==> src/hdl/pec_pkg.sv <==
// Purpose: Constants for the PHY error counter and self-test register block
// Assumes: APB slave, 32-bit data, printed offsets are register indices
// Notes:   Byte address of a register is four times its index
// Contract
// RQ1 - 8-bit false carrier counter counts events
// RQ2 - False carrier counter saturates at FFh
// RQ3 - False carrier count above 7Fh flags half-full
// RQ4 - Reading a counter returns it, then clears
// RQ5 - Receive errors counted while carrier and valid
// RQ6 - No receive error counting in MII loopback
// RQ7 - Receive counter stops FFh, half-full above 7Fh
// RQ8 - Bit 14 selects self-test counter stop or wrap
// RQ9 - Bits 13:12 select generator and checker operation
// RQ10 - Bit 11 reports checker lock
// RQ11 - Bit 10 reports checker sync loss
// RQ12 - Bit 9 reports packet generator activity
// RQ13 - Bit 8 reports power mode, reset one
// RQ14 - Bit 6 transmits during MII loopback; the code does so only at 100 Mbps
// RQ15 - Five-bit field selects one loopback mode
// RQ16 - Half-full events interrupt only when enabled
// RQ17 - Event during clear-on-read counts after clear
package pec_pkg;
   localparam logic [7:0]  IDX_FALSE_CARRIER = 8'h14;
   localparam logic [7:0]  IDX_RECEIVE_ERROR = 8'h15;
   localparam logic [7:0]  IDX_SELF_TEST     = 8'h16;
   localparam logic [7:0]  IDX_IRQ_STATUS    = 8'h18;
   localparam logic [7:0]  IDX_IRQ_MASK      = 8'h19;
   localparam logic [7:0]  CNT_MAX           = 8'hFF;
   localparam logic [7:0]  CNT_HALF          = 8'h7F;
   localparam logic [15:0] SELF_TEST_RESET   = 16'h0100;
   localparam logic [15:0] SELF_TEST_WMASK   = 16'h705F;
   localparam int          BIT_ERR_MODE      = 14;
   localparam int          BIT_LOCK          = 11;
   localparam int          BIT_SYNC_LOSS     = 10;
   localparam int          BIT_GEN_ACTIVE    = 9;
   localparam int          BIT_POWER         = 8;
   localparam int          BIT_TX_LOOP       = 6;
   localparam int          BIT_IRQ_RXERR     = 0;
   localparam int          BIT_IRQ_FCARR     = 1;
   localparam int          BIT_IRQ_BIST      = 2;
   localparam logic [15:0] BIST_ERR_MAX      = 16'hFFFF;
   localparam logic [4:0]  LB_PCS_IN         = 5'h01;
   localparam logic [4:0]  LB_PCS_OUT        = 5'h02;
   localparam logic [4:0]  LB_DIGITAL        = 5'h04;
   localparam logic [4:0]  LB_ANALOG         = 5'h08;
   localparam logic [4:0]  LB_REVERSE        = 5'h10;
   typedef enum logic [1:0] {
      PEC_TEST_OFF    = 2'h0,
      PEC_TEST_SINGLE = 2'h1,
      PEC_TEST_CHECK  = 2'h2,
      PEC_TEST_BOTH   = 2'h3
   } pec_test_e;
endpackage
==> src/hdl/pec_diag.sv <==
// Purpose: Error counters, self-test control and loopback select of a PHY
// Assumes: Event inputs are single-cycle pulses from logic on mclk
// Notes:   Counters clear on read; interrupt status clears on read
//
// The APB register port was left to the implementer.
`timescale 1ns/1ps
`default_nettype none
module pec_diag (
   // Clock and reset
   input  wire logic        mclk,
   input  wire logic        reset,
   // APB slave
   input  wire logic        psel,
   input  wire logic        penable,
   input  wire logic        pwrite,
   input  wire logic [11:0] paddr,
   input  wire logic [31:0] pwdata,
   output logic             pready,
   output logic             pslverr,
   output logic [31:0]      prdata,
   // Receive path events
   input  wire logic        false_carrier_evt,
   input  wire logic        carrier_valid,
   input  wire logic        rx_data_valid,
   input  wire logic        rx_symbol_err,
   input  wire logic        mii_loopback,
   input  wire logic        speed_100,
   // Self-test engine status
   input  wire logic        bist_err_evt,
   input  wire logic        prbs_locked,
   input  wire logic        prbs_sync_lost,
   input  wire logic        gen_active,
   input  wire logic        power_normal,
   // Self-test and loopback controls
   output logic             prbs_gen_en,
   output logic             prbs_gen_single,
   output logic             prbs_chk_en,
   output logic             bist_wrap_pulse,
   output logic             tx_in_loopback,
   output logic [4:0]       loopback_sel,
   // Interrupt
   output logic             irq
);
   logic [7:0]  fc_count;
   logic [15:0] re_count;
   logic [15:0] bist_count;
   logic [15:0] ctrl;
   logic        sync_lost;
   logic [2:0]  irq_status;
   logic [2:0]  irq_mask;
   logic [9:0]  idx;
   logic        acc;
   logic        rd;
   logic        wr;
   logic        mapped;
   logic        rd_fc;
   logic        rd_re;
   logic        rd_st;
   logic        rd_is;
   logic        re_evt;
   logic        fc_half;
   logic        re_half;
   logic [7:0]  fc_base;
   logic [15:0] re_base;
   logic        bist_wrap;
   logic        bist_stop;
   logic [15:0] status_view;
   pec_pkg::pec_test_e mode;

   assign idx    = paddr[11:2];
   assign acc    = psel && penable;
   assign rd     = acc && !pwrite;
   assign wr     = acc && pwrite;
   assign mapped = (idx == {2'b00, pec_pkg::IDX_FALSE_CARRIER})
                || (idx == {2'b00, pec_pkg::IDX_RECEIVE_ERROR})
                || (idx == {2'b00, pec_pkg::IDX_SELF_TEST})
                || (idx == {2'b00, pec_pkg::IDX_IRQ_STATUS})
                || (idx == {2'b00, pec_pkg::IDX_IRQ_MASK});
   assign rd_fc  = rd && idx == {2'b00, pec_pkg::IDX_FALSE_CARRIER};
   assign rd_re  = rd && idx == {2'b00, pec_pkg::IDX_RECEIVE_ERROR};
   assign rd_st  = rd && idx == {2'b00, pec_pkg::IDX_SELF_TEST};
   assign rd_is  = rd && idx == {2'b00, pec_pkg::IDX_IRQ_STATUS};
   assign pready  = 1'b1;
   assign pslverr = acc && !mapped;

   // Receive error qualified by carrier, valid data and not loopback
   assign re_evt = rx_symbol_err && carrier_valid && rx_data_valid // RQ5
                && !mii_loopback; // RQ6

   // A read removes only what was reported at setup, so an event in the
   // setup cycle is not lost between the snapshot and the clear
   assign fc_base = rd_fc ? fc_count - prdata[7:0] : fc_count; // RQ17
   assign re_base = rd_re ? re_count - prdata[15:0] : re_count; // RQ17

   // Half-full flagged on the step past 7Fh only
   assign fc_half = false_carrier_evt && fc_base == pec_pkg::CNT_HALF; // RQ3
   assign re_half = re_evt && re_base == {8'h00, pec_pkg::CNT_HALF}; // RQ7

   // Read clears; events since the setup cycle land after the clear
   always_ff @(posedge mclk) begin
      if (reset) begin
         fc_count <= 8'h00;
      end else if (rd_fc) begin
         fc_count <= fc_base + {7'h00, false_carrier_evt}; // RQ4 RQ17
      end else if (false_carrier_evt && fc_count != pec_pkg::CNT_MAX) begin
         fc_count <= fc_count + 8'h01; // RQ1 RQ2
      end
   end

   // Receive counter is 16 bits wide but stops at FFh as specified
   always_ff @(posedge mclk) begin
      if (reset) begin
         re_count <= 16'h0000;
      end else if (rd_re) begin
         re_count <= re_base + {15'h0000, re_evt}; // RQ4 RQ17
      end else if (re_evt && re_count != {8'h00, pec_pkg::CNT_MAX}) begin
         re_count <= re_count + 16'h0001; // RQ7
      end
   end

   // Control register; read-only bits are not stored here
   always_ff @(posedge mclk) begin
      if (reset) begin
         ctrl <= pec_pkg::SELF_TEST_RESET & pec_pkg::SELF_TEST_WMASK;
      end else if (wr && idx == {2'b00, pec_pkg::IDX_SELF_TEST}) begin
         ctrl <= pwdata[15:0] & pec_pkg::SELF_TEST_WMASK; // RQ8 RQ9 RQ15
      end
   end

   always_ff @(posedge mclk) begin
      if (reset) begin
         irq_mask <= 3'h0;
      end else if (wr && idx == {2'b00, pec_pkg::IDX_IRQ_MASK}) begin
         irq_mask <= pwdata[2:0];
      end
   end

   assign mode = pec_pkg::pec_test_e'(ctrl[13:12]);
   always_comb begin
      prbs_gen_en     = 1'b0;
      prbs_gen_single = 1'b0;
      prbs_chk_en     = 1'b0;
      unique case (mode)
         pec_pkg::PEC_TEST_OFF: begin
         end
         pec_pkg::PEC_TEST_SINGLE: begin
            prbs_gen_en     = 1'b1; // RQ9
            prbs_gen_single = 1'b1;
         end
         pec_pkg::PEC_TEST_CHECK: begin
            prbs_chk_en = 1'b1; // RQ9
         end
         pec_pkg::PEC_TEST_BOTH: begin
            prbs_gen_en = 1'b1; // RQ9
            prbs_chk_en = 1'b1;
         end
      endcase
   end

   // Self-test error count: stop at max or wrap with a pulse
   assign bist_stop = bist_count == pec_pkg::BIST_ERR_MAX;
   assign bist_wrap = prbs_chk_en && bist_err_evt && bist_stop
                   && ctrl[pec_pkg::BIT_ERR_MODE]; // RQ8
   always_ff @(posedge mclk) begin
      if (reset || !prbs_chk_en) begin
         bist_count <= 16'h0000;
      end else if (bist_err_evt) begin
         if (!bist_stop) begin
            bist_count <= bist_count + 16'h0001;
         end else if (ctrl[pec_pkg::BIT_ERR_MODE]) begin
            bist_count <= 16'h0000; // RQ8
         end
      end
   end
   always_ff @(posedge mclk) begin
      if (reset) begin
         bist_wrap_pulse <= 1'b0;
      end else begin
         bist_wrap_pulse <= bist_wrap; // RQ8
      end
   end

   // Sync loss is sticky until the register is read; set wins
   always_ff @(posedge mclk) begin
      if (reset) begin
         sync_lost <= 1'b0;
      end else if (prbs_sync_lost) begin
         sync_lost <= 1'b1; // RQ11
      end else if (rd_st) begin
         sync_lost <= 1'b0;
      end
   end

   // Only the five one-hot codes reach the data path
   always_comb begin
      unique case (ctrl[4:0])
         5'h00, pec_pkg::LB_PCS_OUT, pec_pkg::LB_ANALOG,
         pec_pkg::LB_REVERSE:
            loopback_sel = ctrl[4:0]; // RQ15
         pec_pkg::LB_PCS_IN:
            loopback_sel = speed_100 ? 5'h00 : ctrl[4:0]; // RQ15
         pec_pkg::LB_DIGITAL:
            loopback_sel = speed_100 ? ctrl[4:0] : 5'h00; // RQ15
         default:
            loopback_sel = 5'h00;
      endcase
   end

   // Meaningful only in MII loopback at 100 Mbps
   assign tx_in_loopback = ctrl[pec_pkg::BIT_TX_LOOP] && mii_loopback
                        && speed_100; // RQ14

   always_comb begin
      status_view = ctrl;
      status_view[pec_pkg::BIT_LOCK]       = prbs_locked; // RQ10
      status_view[pec_pkg::BIT_SYNC_LOSS]  = sync_lost; // RQ11
      status_view[pec_pkg::BIT_GEN_ACTIVE] = gen_active; // RQ12
      status_view[pec_pkg::BIT_POWER]      = power_normal; // RQ13
   end

   // Sticky status, cleared by a read; a new event wins over the clear
   always_ff @(posedge mclk) begin
      if (reset) begin
         irq_status <= 3'h0;
      end else begin
         irq_status[pec_pkg::BIT_IRQ_RXERR] <= re_half
            || (irq_status[pec_pkg::BIT_IRQ_RXERR] && !rd_is);
         irq_status[pec_pkg::BIT_IRQ_FCARR] <= fc_half
            || (irq_status[pec_pkg::BIT_IRQ_FCARR] && !rd_is);
         irq_status[pec_pkg::BIT_IRQ_BIST]  <= bist_wrap
            || (irq_status[pec_pkg::BIT_IRQ_BIST] && !rd_is);
      end
   end
   assign irq = |(irq_status & irq_mask); // RQ16

   always_ff @(posedge mclk) begin
      if (reset) begin
         prdata <= 32'h0000_0000;
      end else if (psel && !penable && !pwrite) begin
         unique case (paddr[11:2])
            {2'b00, pec_pkg::IDX_FALSE_CARRIER}:
               prdata <= {24'h000000, fc_count}; // RQ4
            {2'b00, pec_pkg::IDX_RECEIVE_ERROR}:
               prdata <= {16'h0000, re_count}; // RQ4
            {2'b00, pec_pkg::IDX_SELF_TEST}:
               prdata <= {16'h0000, status_view};
            {2'b00, pec_pkg::IDX_IRQ_STATUS}:
               prdata <= {29'h0, irq_status};
            {2'b00, pec_pkg::IDX_IRQ_MASK}:
               prdata <= {29'h0, irq_mask};
            default:
               prdata <= 32'h0000_0000;
         endcase
      end
   end
endmodule
`default_nettype wire

==> config.mk <==
export PLATFORM = sky130hd
export DESIGN_NAME = pec_diag
export DESIGN_NICKNAME = d
export VERILOG_FILES = /design/src/hdl/pec_pkg.sv /design/src/hdl/pec_diag.sv
export SDC_FILE = /design/constraint.sdc
export NUM_CORES = 1
export LEC_CHECK = 0
export BUFFER_PORTS_ARGS = -buffer_cell sky130_fd_sc_hd__clkbuf_2
export CAP_MARGIN = 20
export CORE_MARGIN = 2
export CORE_UTILIZATION = 60
export CTS_CLUSTER_DIAMETER = 150
export CTS_CLUSTER_SIZE = 20
export DETAILED_ROUTE_END_ITERATION = 7
export PLACE_DENSITY = 0.85
export SYNTH_ARGS = -nofsm -noshare
export SYNTH_HDL_FRONTEND = slang
export SYNTH_SLANG_ARGS = --single-unit
==> constraint.sdc <==
create_clock -name mclk -period 9.6 [get_ports mclk]
set_input_delay 2.4 -clock mclk [delete_from_list [all_inputs] [get_ports mclk]]
set_output_delay 2.4 -clock mclk [all_outputs]
set_load 0.05 [all_outputs]
==> metrics.md, run 1 <==
| Metric | Value |
|---|---|
| Routed len/inst | 17.0 µm |
| Clk_lat worst skew | 0.37 ns |
| Core Box Area | 9240 µm² |
| Crit-path max FO | 9 |
| Post-synth top area share | 25.7% |
| First DRT Iteration DRCs | 384 |
| # port buffers | just over 60 |
| Status | completed |
| Synth area leaders | dfxtp_1 26%, ha_1 6.6%, nor2_1 6.5% |
| Cell Count, Final, Fillers Out | between 900 and 1k |
| Grt total ovfl | 0 |
| CTS clk-pin slew, worst paths | 0.08 ns |
| Num ports | about 110 |
| Final core occ | 67.7% |
| Worst-Margin Slew | 1.14 ns |
| Power Dens Cells | 110 nW/µm² |
| Post-synthesis sequential area ratio | 25.7% |
| Initial antenna violation count | 0 |
| Routed vias | 5730 |
| Longest Clk Path Bufs | 2 |
| Post_cts resized | 0 |
| Final WL | 15800 µm |
| Remaining antenna violation count | 0 |
| Initial Util | 61.6% |
| Share of layout cells above drive strength 1 | roughly 13% |
| Number of distinct library cells after synthesis | 73 |
| Post-synth top flop | dfxtp_1 |
| Post-DP HPWL | around 12000 µm |
| Die Ht | 101 µm |
| Synthesized flop and latch total | 73 |
| Ys Warns | 0 |
| Root Buffer | clkbuf_8 |
| CTS Sinks | 73 |
| Full die area | 10300 µm² |
| Largest net degree at the start of global routing | 58 |
| Clk_skew | 0.0118 ns |
| Num CTS Buffers | 9 |
| Final Hold Viols | 0 |
| Synth area leader | dfxtp_1 |
| Required time of the critical path | 7.20 ns |
| Width of the die | 101 µm |
| Mean Syn Cell Area | between 7 and 8 µm² |
| Slew Viols, Final | 0 |
| Arr. time, crit path | 3.91 ns |
| Final GP Congestion | 0.910 |
| RSZ-0062 raised after global routing | no |
| Crit. Startpoint | paddr[9] |
| Drt first pass iters | 5 |
| Post-synth EDFFs | 0 |
| Area delta synth->final | 9.92% |
| Crit path launch type | primary input |
| Max cap viols | 0 |
| Rel. slew slack | 24.1% |
| H-tree depth | 3 |
| Vias per cell | 6.19 |
| Max Fclk | 159 MHz |
| Number of global-route vias before repair | 5416 |
| Final period utilization | 65.7% |
| Setup TNS | 0 ns |
| Post-cts hold buffer count | 0 |
| DRC Markers | 0 |
| Synth Cell Area | ~5700 µm² |
| Post-layout min period | 6.31 ns |
| Final setup viols | 0 |
| Num rows | 35 |
| Cells after Synth | 742 |
| Hold wc startpoint | prdata[5] |
| Final net count | just under 900 |
| DP Cell Count | between 900 and 1k |
| Ys async rst share | 0% |
| First-pass GRT wire length | 25900 µm |
| Worst Hold Class | reg2reg |
| Setup bufs post-CTS | 0 |
| Critical Path End Type | primary output |
| FILL cells | slightly below 800 |
| Leak | around 2.4 nW |
| CP Class | in2out |
| Ant diodes | 0 |
| GRT Overall Usage | 31.4% |
| TritonCTS clock tree | yes |
| Max rail drop VDD | 0.0958 mV |
| R2R Path Start | prdata[0] |
==> metrics by stage <==
stage                     worst slack, ns  hold slack (ns)  area, µm²  total power [W]
after floorplan                      3.16            0.442       5750         0.000392
after global placement               3.31            0.463       6020         0.000409
after detailed placement             3.30            0.466       6020         0.000411
after CTS                            3.30            0.477       6240         0.000685
after global routing                 3.21            0.502       6250         0.000709
final                                3.29            0.475       6250         0.000686
==> kinds of logic (layout without fill, tap and decap cells) <==
kind of cell	after synthesis	after routing	share of synthesized area [%]
compound gates	144	144	17.5
xor+xnor	62	62	9.54
fa+ha+maj	32	32	7.30
buf+inv	81	120	6.62
flops	73	73	25.7
mux	25	25	4.46
other cells	2	17	0.132
simple gates	323	323	28.8
==> final cells by class <==
type	instances	area [µm²]	area share, %
timing repair buffer	68	359	5.74
inverter	36	135	2.16
clock inverter	7	100	1.60
multi-input combinational	603	3910	62.6
sequential	73	1460	23.4
clock buffer	9	124	1.98
tap	129	161	2.58
==> critical path, stage by stage <==
cell      delay [ns]
clkbuf_2        0.08
or4_4           0.58
or2_0           0.39
nor2_1          0.16
nor2_1          0.06
clkbuf_2        0.23
==> state kept, by name, summed over array words and instances (netlist names) <==
name	count
bist_count	16
prdata	16
re_count	16
ctrl	9
fc_count	8
irq_mask	3
irq_status	3
bist_wrap_pulse	1
sync_lost	1
==> where the power goes <==
group          internal (W)  total (W)  switching, W
Clock              0.000149   0.000279      0.000130
Combinational     0.0000326  0.0000990     0.0000664
Sequential         0.000305   0.000308    0.00000370
==> cell usage after synthesis, types with 6 or more instances <==
master,number
a211oi_1,25
a21oi_1,26
a22oi_1,8
a31oi_1,10
and2_1,6
and3_1,13
and4_1,6
buf_4,17
clkbuf_1,24
dfxtp_1,73
ha_1,30
inv_1,36
mux2i_1,22
nand2_1,70
nand2b_1,7
nand3_1,29
nand3b_1,7
nand4_1,17
nor2_1,98
nor2b_1,7
nor3_1,22
nor3b_1,7
o21ai_0,25
or3_1,9
xnor2_1,31
xor2_1,31
==> path summary, 6_finish.rpt <==
check,cells after the start,endpoint,slack (ns)
max,6,pslverr,3.29
min reg2reg,2,prdata[5],0.47
max reg2reg,12,re_count[14],5.97
min,2,prdata[5],0.47
==> layer usage <==
layer,global-route usage [%],routed length (µm),vias to the layer above
li1,-,-,2732
met1,40.3,6390,2660
met2,52.8,7580,289
met3,4.69,1310,49
met4,13.2,470,0
met5,0,0,-
==> placed cells by master, fill, tap and decap left out, types with 6 or more instances in the layout <==
| master | n |
|---|---|
| inv_1 | 36 |
| conb_1 | 17 |
| nor2_1 | 98 |
| nand3_1 | 29 |
| and4_1 | 6 |
| a22oi_1 | 8 |
| and3_1 | 13 |
| o21ai_0 | 25 |
| clkbuf_2 | 62 |
| nand3b_1 | 7 |
| a21oi_1 | 26 |
| xor2_1 | 31 |
| nand2b_1 | 7 |
| nor3b_1 | 7 |
| xnor2_1 | 31 |
| nand4_1 | 17 |
| and2_1 | 6 |
| a211oi_1 | 25 |
| nor3_1 | 21 |
| nand2_1 | 70 |
| ha_1 | 30 |
| a31oi_1 | 10 |
| clkbuf_8 | 9 |
| dfxtp_1 | 73 |
| mux2i_1 | 22 |
| nor2b_1 | 7 |
| or3_1 | 9 |
No activity file was read; power rests on OpenSTA's default activity.
==> run 2, diff against run 1 <==
- CORE_UTILIZATION: 60 -> 52
- PLACE_DENSITY: 0.85 -> 0.78
- clock period: 9.6 -> 5.8 ns (I/O delays scaled with it)
==> metrics.md, run 2 (synthesis gave the netlist of run 1 again) <==
| Metric | Value |
|---|---|
| Sequential Area | 1460 µm² (unchanged) |
| Power Dens Cells | 171 nW/µm² (+56%) |
| Largest regs | bist_count: 16 flops, prdata: 16 flops, re_count: 16 flops |
| Crit path launch type | primary input |
| Post_cts resized | 0 (unchanged) |
| Final Hold Viols | 0 (unchanged) |
| Footprint of the multi-input gates | 3920 µm² (+0.16%) |
| Post-DP HPWL | 11700 µm (-0.39%) |
| Drt first pass iters | 5 (unchanged) |
| Clk_skew | 0.0125 ns (+0.000633 ns) |
| DRC Markers | 0 (unchanged) |
| Setup TNS | 0 ns (unchanged) |
| Initial Util | 53.0% (-8.6 points) |
| First DRT Iteration DRCs | 390 (+1.6%) |
| Grt total ovfl | 0 (unchanged) |
| Hold Crit Depth | 2 (unchanged) |
| Final net count | 883 (unchanged) |
| Post-layout min period | between 4 and 5 ns |
| Slew Viols, Final | 0 (unchanged) |
| Hold wc startpoint | prdata[5] |
| Largest net degree at the start of global routing | 58 (unchanged) |
| Critical Path End Type | primary output |
| Vias per cell | 5.96 (-3.8%) |
| # port buffers | 62 (unchanged) |
| Initial antenna violation count | 0 (unchanged) |
| Arr. time, crit path | 2.96 ns (-0.95 ns) |
| H-tree depth | 3 (unchanged) |
| Max cap viols | 0 (unchanged) |
| Number of global-route vias before repair | 5260 (-2.9%) |
| Area delta synth->final | 9.61% |
| Num rows | 38 (+8.6%) |
| Num ports | 105 (unchanged) |
| Final GP Congestion | 0.927 (+1.8%) |
| Post-cts hold buffer count | 0 (unchanged) |
| GRT Overall Usage | 26.8% (-4.7 points) |
| Routed vias | 5579 (-2.6%) |
| Share of layout cells above drive strength 1 | 12.9% (+0.13 points) |
| First-pass GRT wire length | 25200 µm (-2.8%) |
| Status | completed |
| Setup bufs post-CTS | 0 (unchanged) |
| Final setup viols | 0 (unchanged) |
| Hold Path End | prdata[5] |
| Fin area | 6240 µm² (-0.28%) |
| Crit-path max FO | 9 (unchanged) |
| Full die area | 11800 µm² (+15%) |
| CTS clk-pin slew, worst paths | 0.07 ns (about the same) |
| CP Class | in2out |
| TritonCTS clock tree | yes |
| R2R Path Start | re_count[0] |
| Final WL | 15600 µm (-0.96%) |
| Final core occ | 58.0% (-9.6 points) |
| RSZ-0062 raised after global routing | no |
| Worst R2R Path Depth | 13 (+1) |
| R2R Path End | re_count[15] |
| Ant diodes | 0 (unchanged) |
| Clk_lat worst skew | 0.37 ns (about the same) |
| Remaining antenna violation count | 0 (unchanged) |
| Width of the die | 109 µm (+7.1%) |
| Rel. slew slack | 20.1% (-4.0 points) |
| Routed len/inst | 16.7 µm (-2.1%) |
| Cell Area, Placed | 6050 µm² (+0.46%) |
| Required time of the critical path | 4.35 ns (-2.85 ns) |
| Worst-Margin Slew | 1.19 ns (+0.0529 ns) |
| Commonest non-fill, non-tap cell in the layout | nor2_1 |
| Core Box Area | 10700 µm² (+16%) |
| Die Ht | 109 µm (+7.1%) |
| Worst Hold Class | reg2reg |
| Root Buffer | clkbuf_8 |
| Max Fclk | 227 MHz |
| Leak | 2.36 nW (-0.82%) |
| FILL cells | 1005 (+29%) |
| CTS Sinks | 73 (unchanged) |
| Num CTS Buffers | 9 (unchanged) |
| Cell Count, Final, Fillers Out | 936 (+1.2%) |
| DP Cell Count | 920 (+1.3%) |
| Worst slack at placement | 1.15 ns (-2.15 ns) |
| Most frequent cells in the layout | 98 x nor2_1, 73 x dfxtp_1, 70 x nand2_1 |
| Max rail drop VDD | 0.258 mV (+170%) |
| Final worst setup slack | 1.39 ns (-1.91 ns) |
| Final period utilization | 76.1% |
| Longest Clk Path Bufs | 2 (unchanged) |
| FF-to-FF setup slack | 2.10 ns (-3.87 ns) |
[run 2: power by group]
part	internal, W	switching (W)
Combinational	0.0000544	0.000109
Sequential	0.000504	0.00000609
Clock	0.000181	0.000215
[run 2: stage by stage]
step	hold WS, ns	total power (W)
2_1_floorplan	0.442	0.000649
3_3_place_gp	0.460	0.000677
3_5_place_dp	0.471	0.000681
4_1_cts	0.482	0.00107
5_1_grt	0.500	0.00111
6_report	0.479	0.00107
[run 2: how the worst max path moves through the flow]
stage                          from               to  cells past startpoint
after global routing       paddr[2]     re_count[15]                     11
after CTS                  paddr[9]          pslverr                      6
after floorplan           speed_100  loopback_sel[0]                      1
after global placement     paddr[2]     re_count[15]                     11
final                      paddr[9]          pslverr                      6
after detailed placement   paddr[2]     re_count[15]                     11
[run 2: layout make-up]
type | count | area share [%]
multi-input cells | 603 | 62.8
flip-flops and latches | 73 | 23.4
repair buffers | 68 | 5.70
well taps | 140 | 2.81
clock buffers | 11 | 2.43
inverters | 36 | 2.17
clock inverters | 5 | 0.622
[run 2: critical path, stage by stage]
cell      delay [ns]
clkbuf_2        0.08
or4_4           0.57
or2_0           0.41
nor2_1          0.17
nor2_1          0.05
clkbuf_2        0.23
[run 2: metal layers]
layer | vias to the layer above | part of all wire [%] | track usage (%)
li1 | 2728 | - | -
met2 | 202 | 48 | 44.7
met3 | 39 | 6.1 | 5.50
met4 | 0 | 2.6 | 9.89
met5 | - | 0 | 0
met1 | 2610 | 44 | 34.1
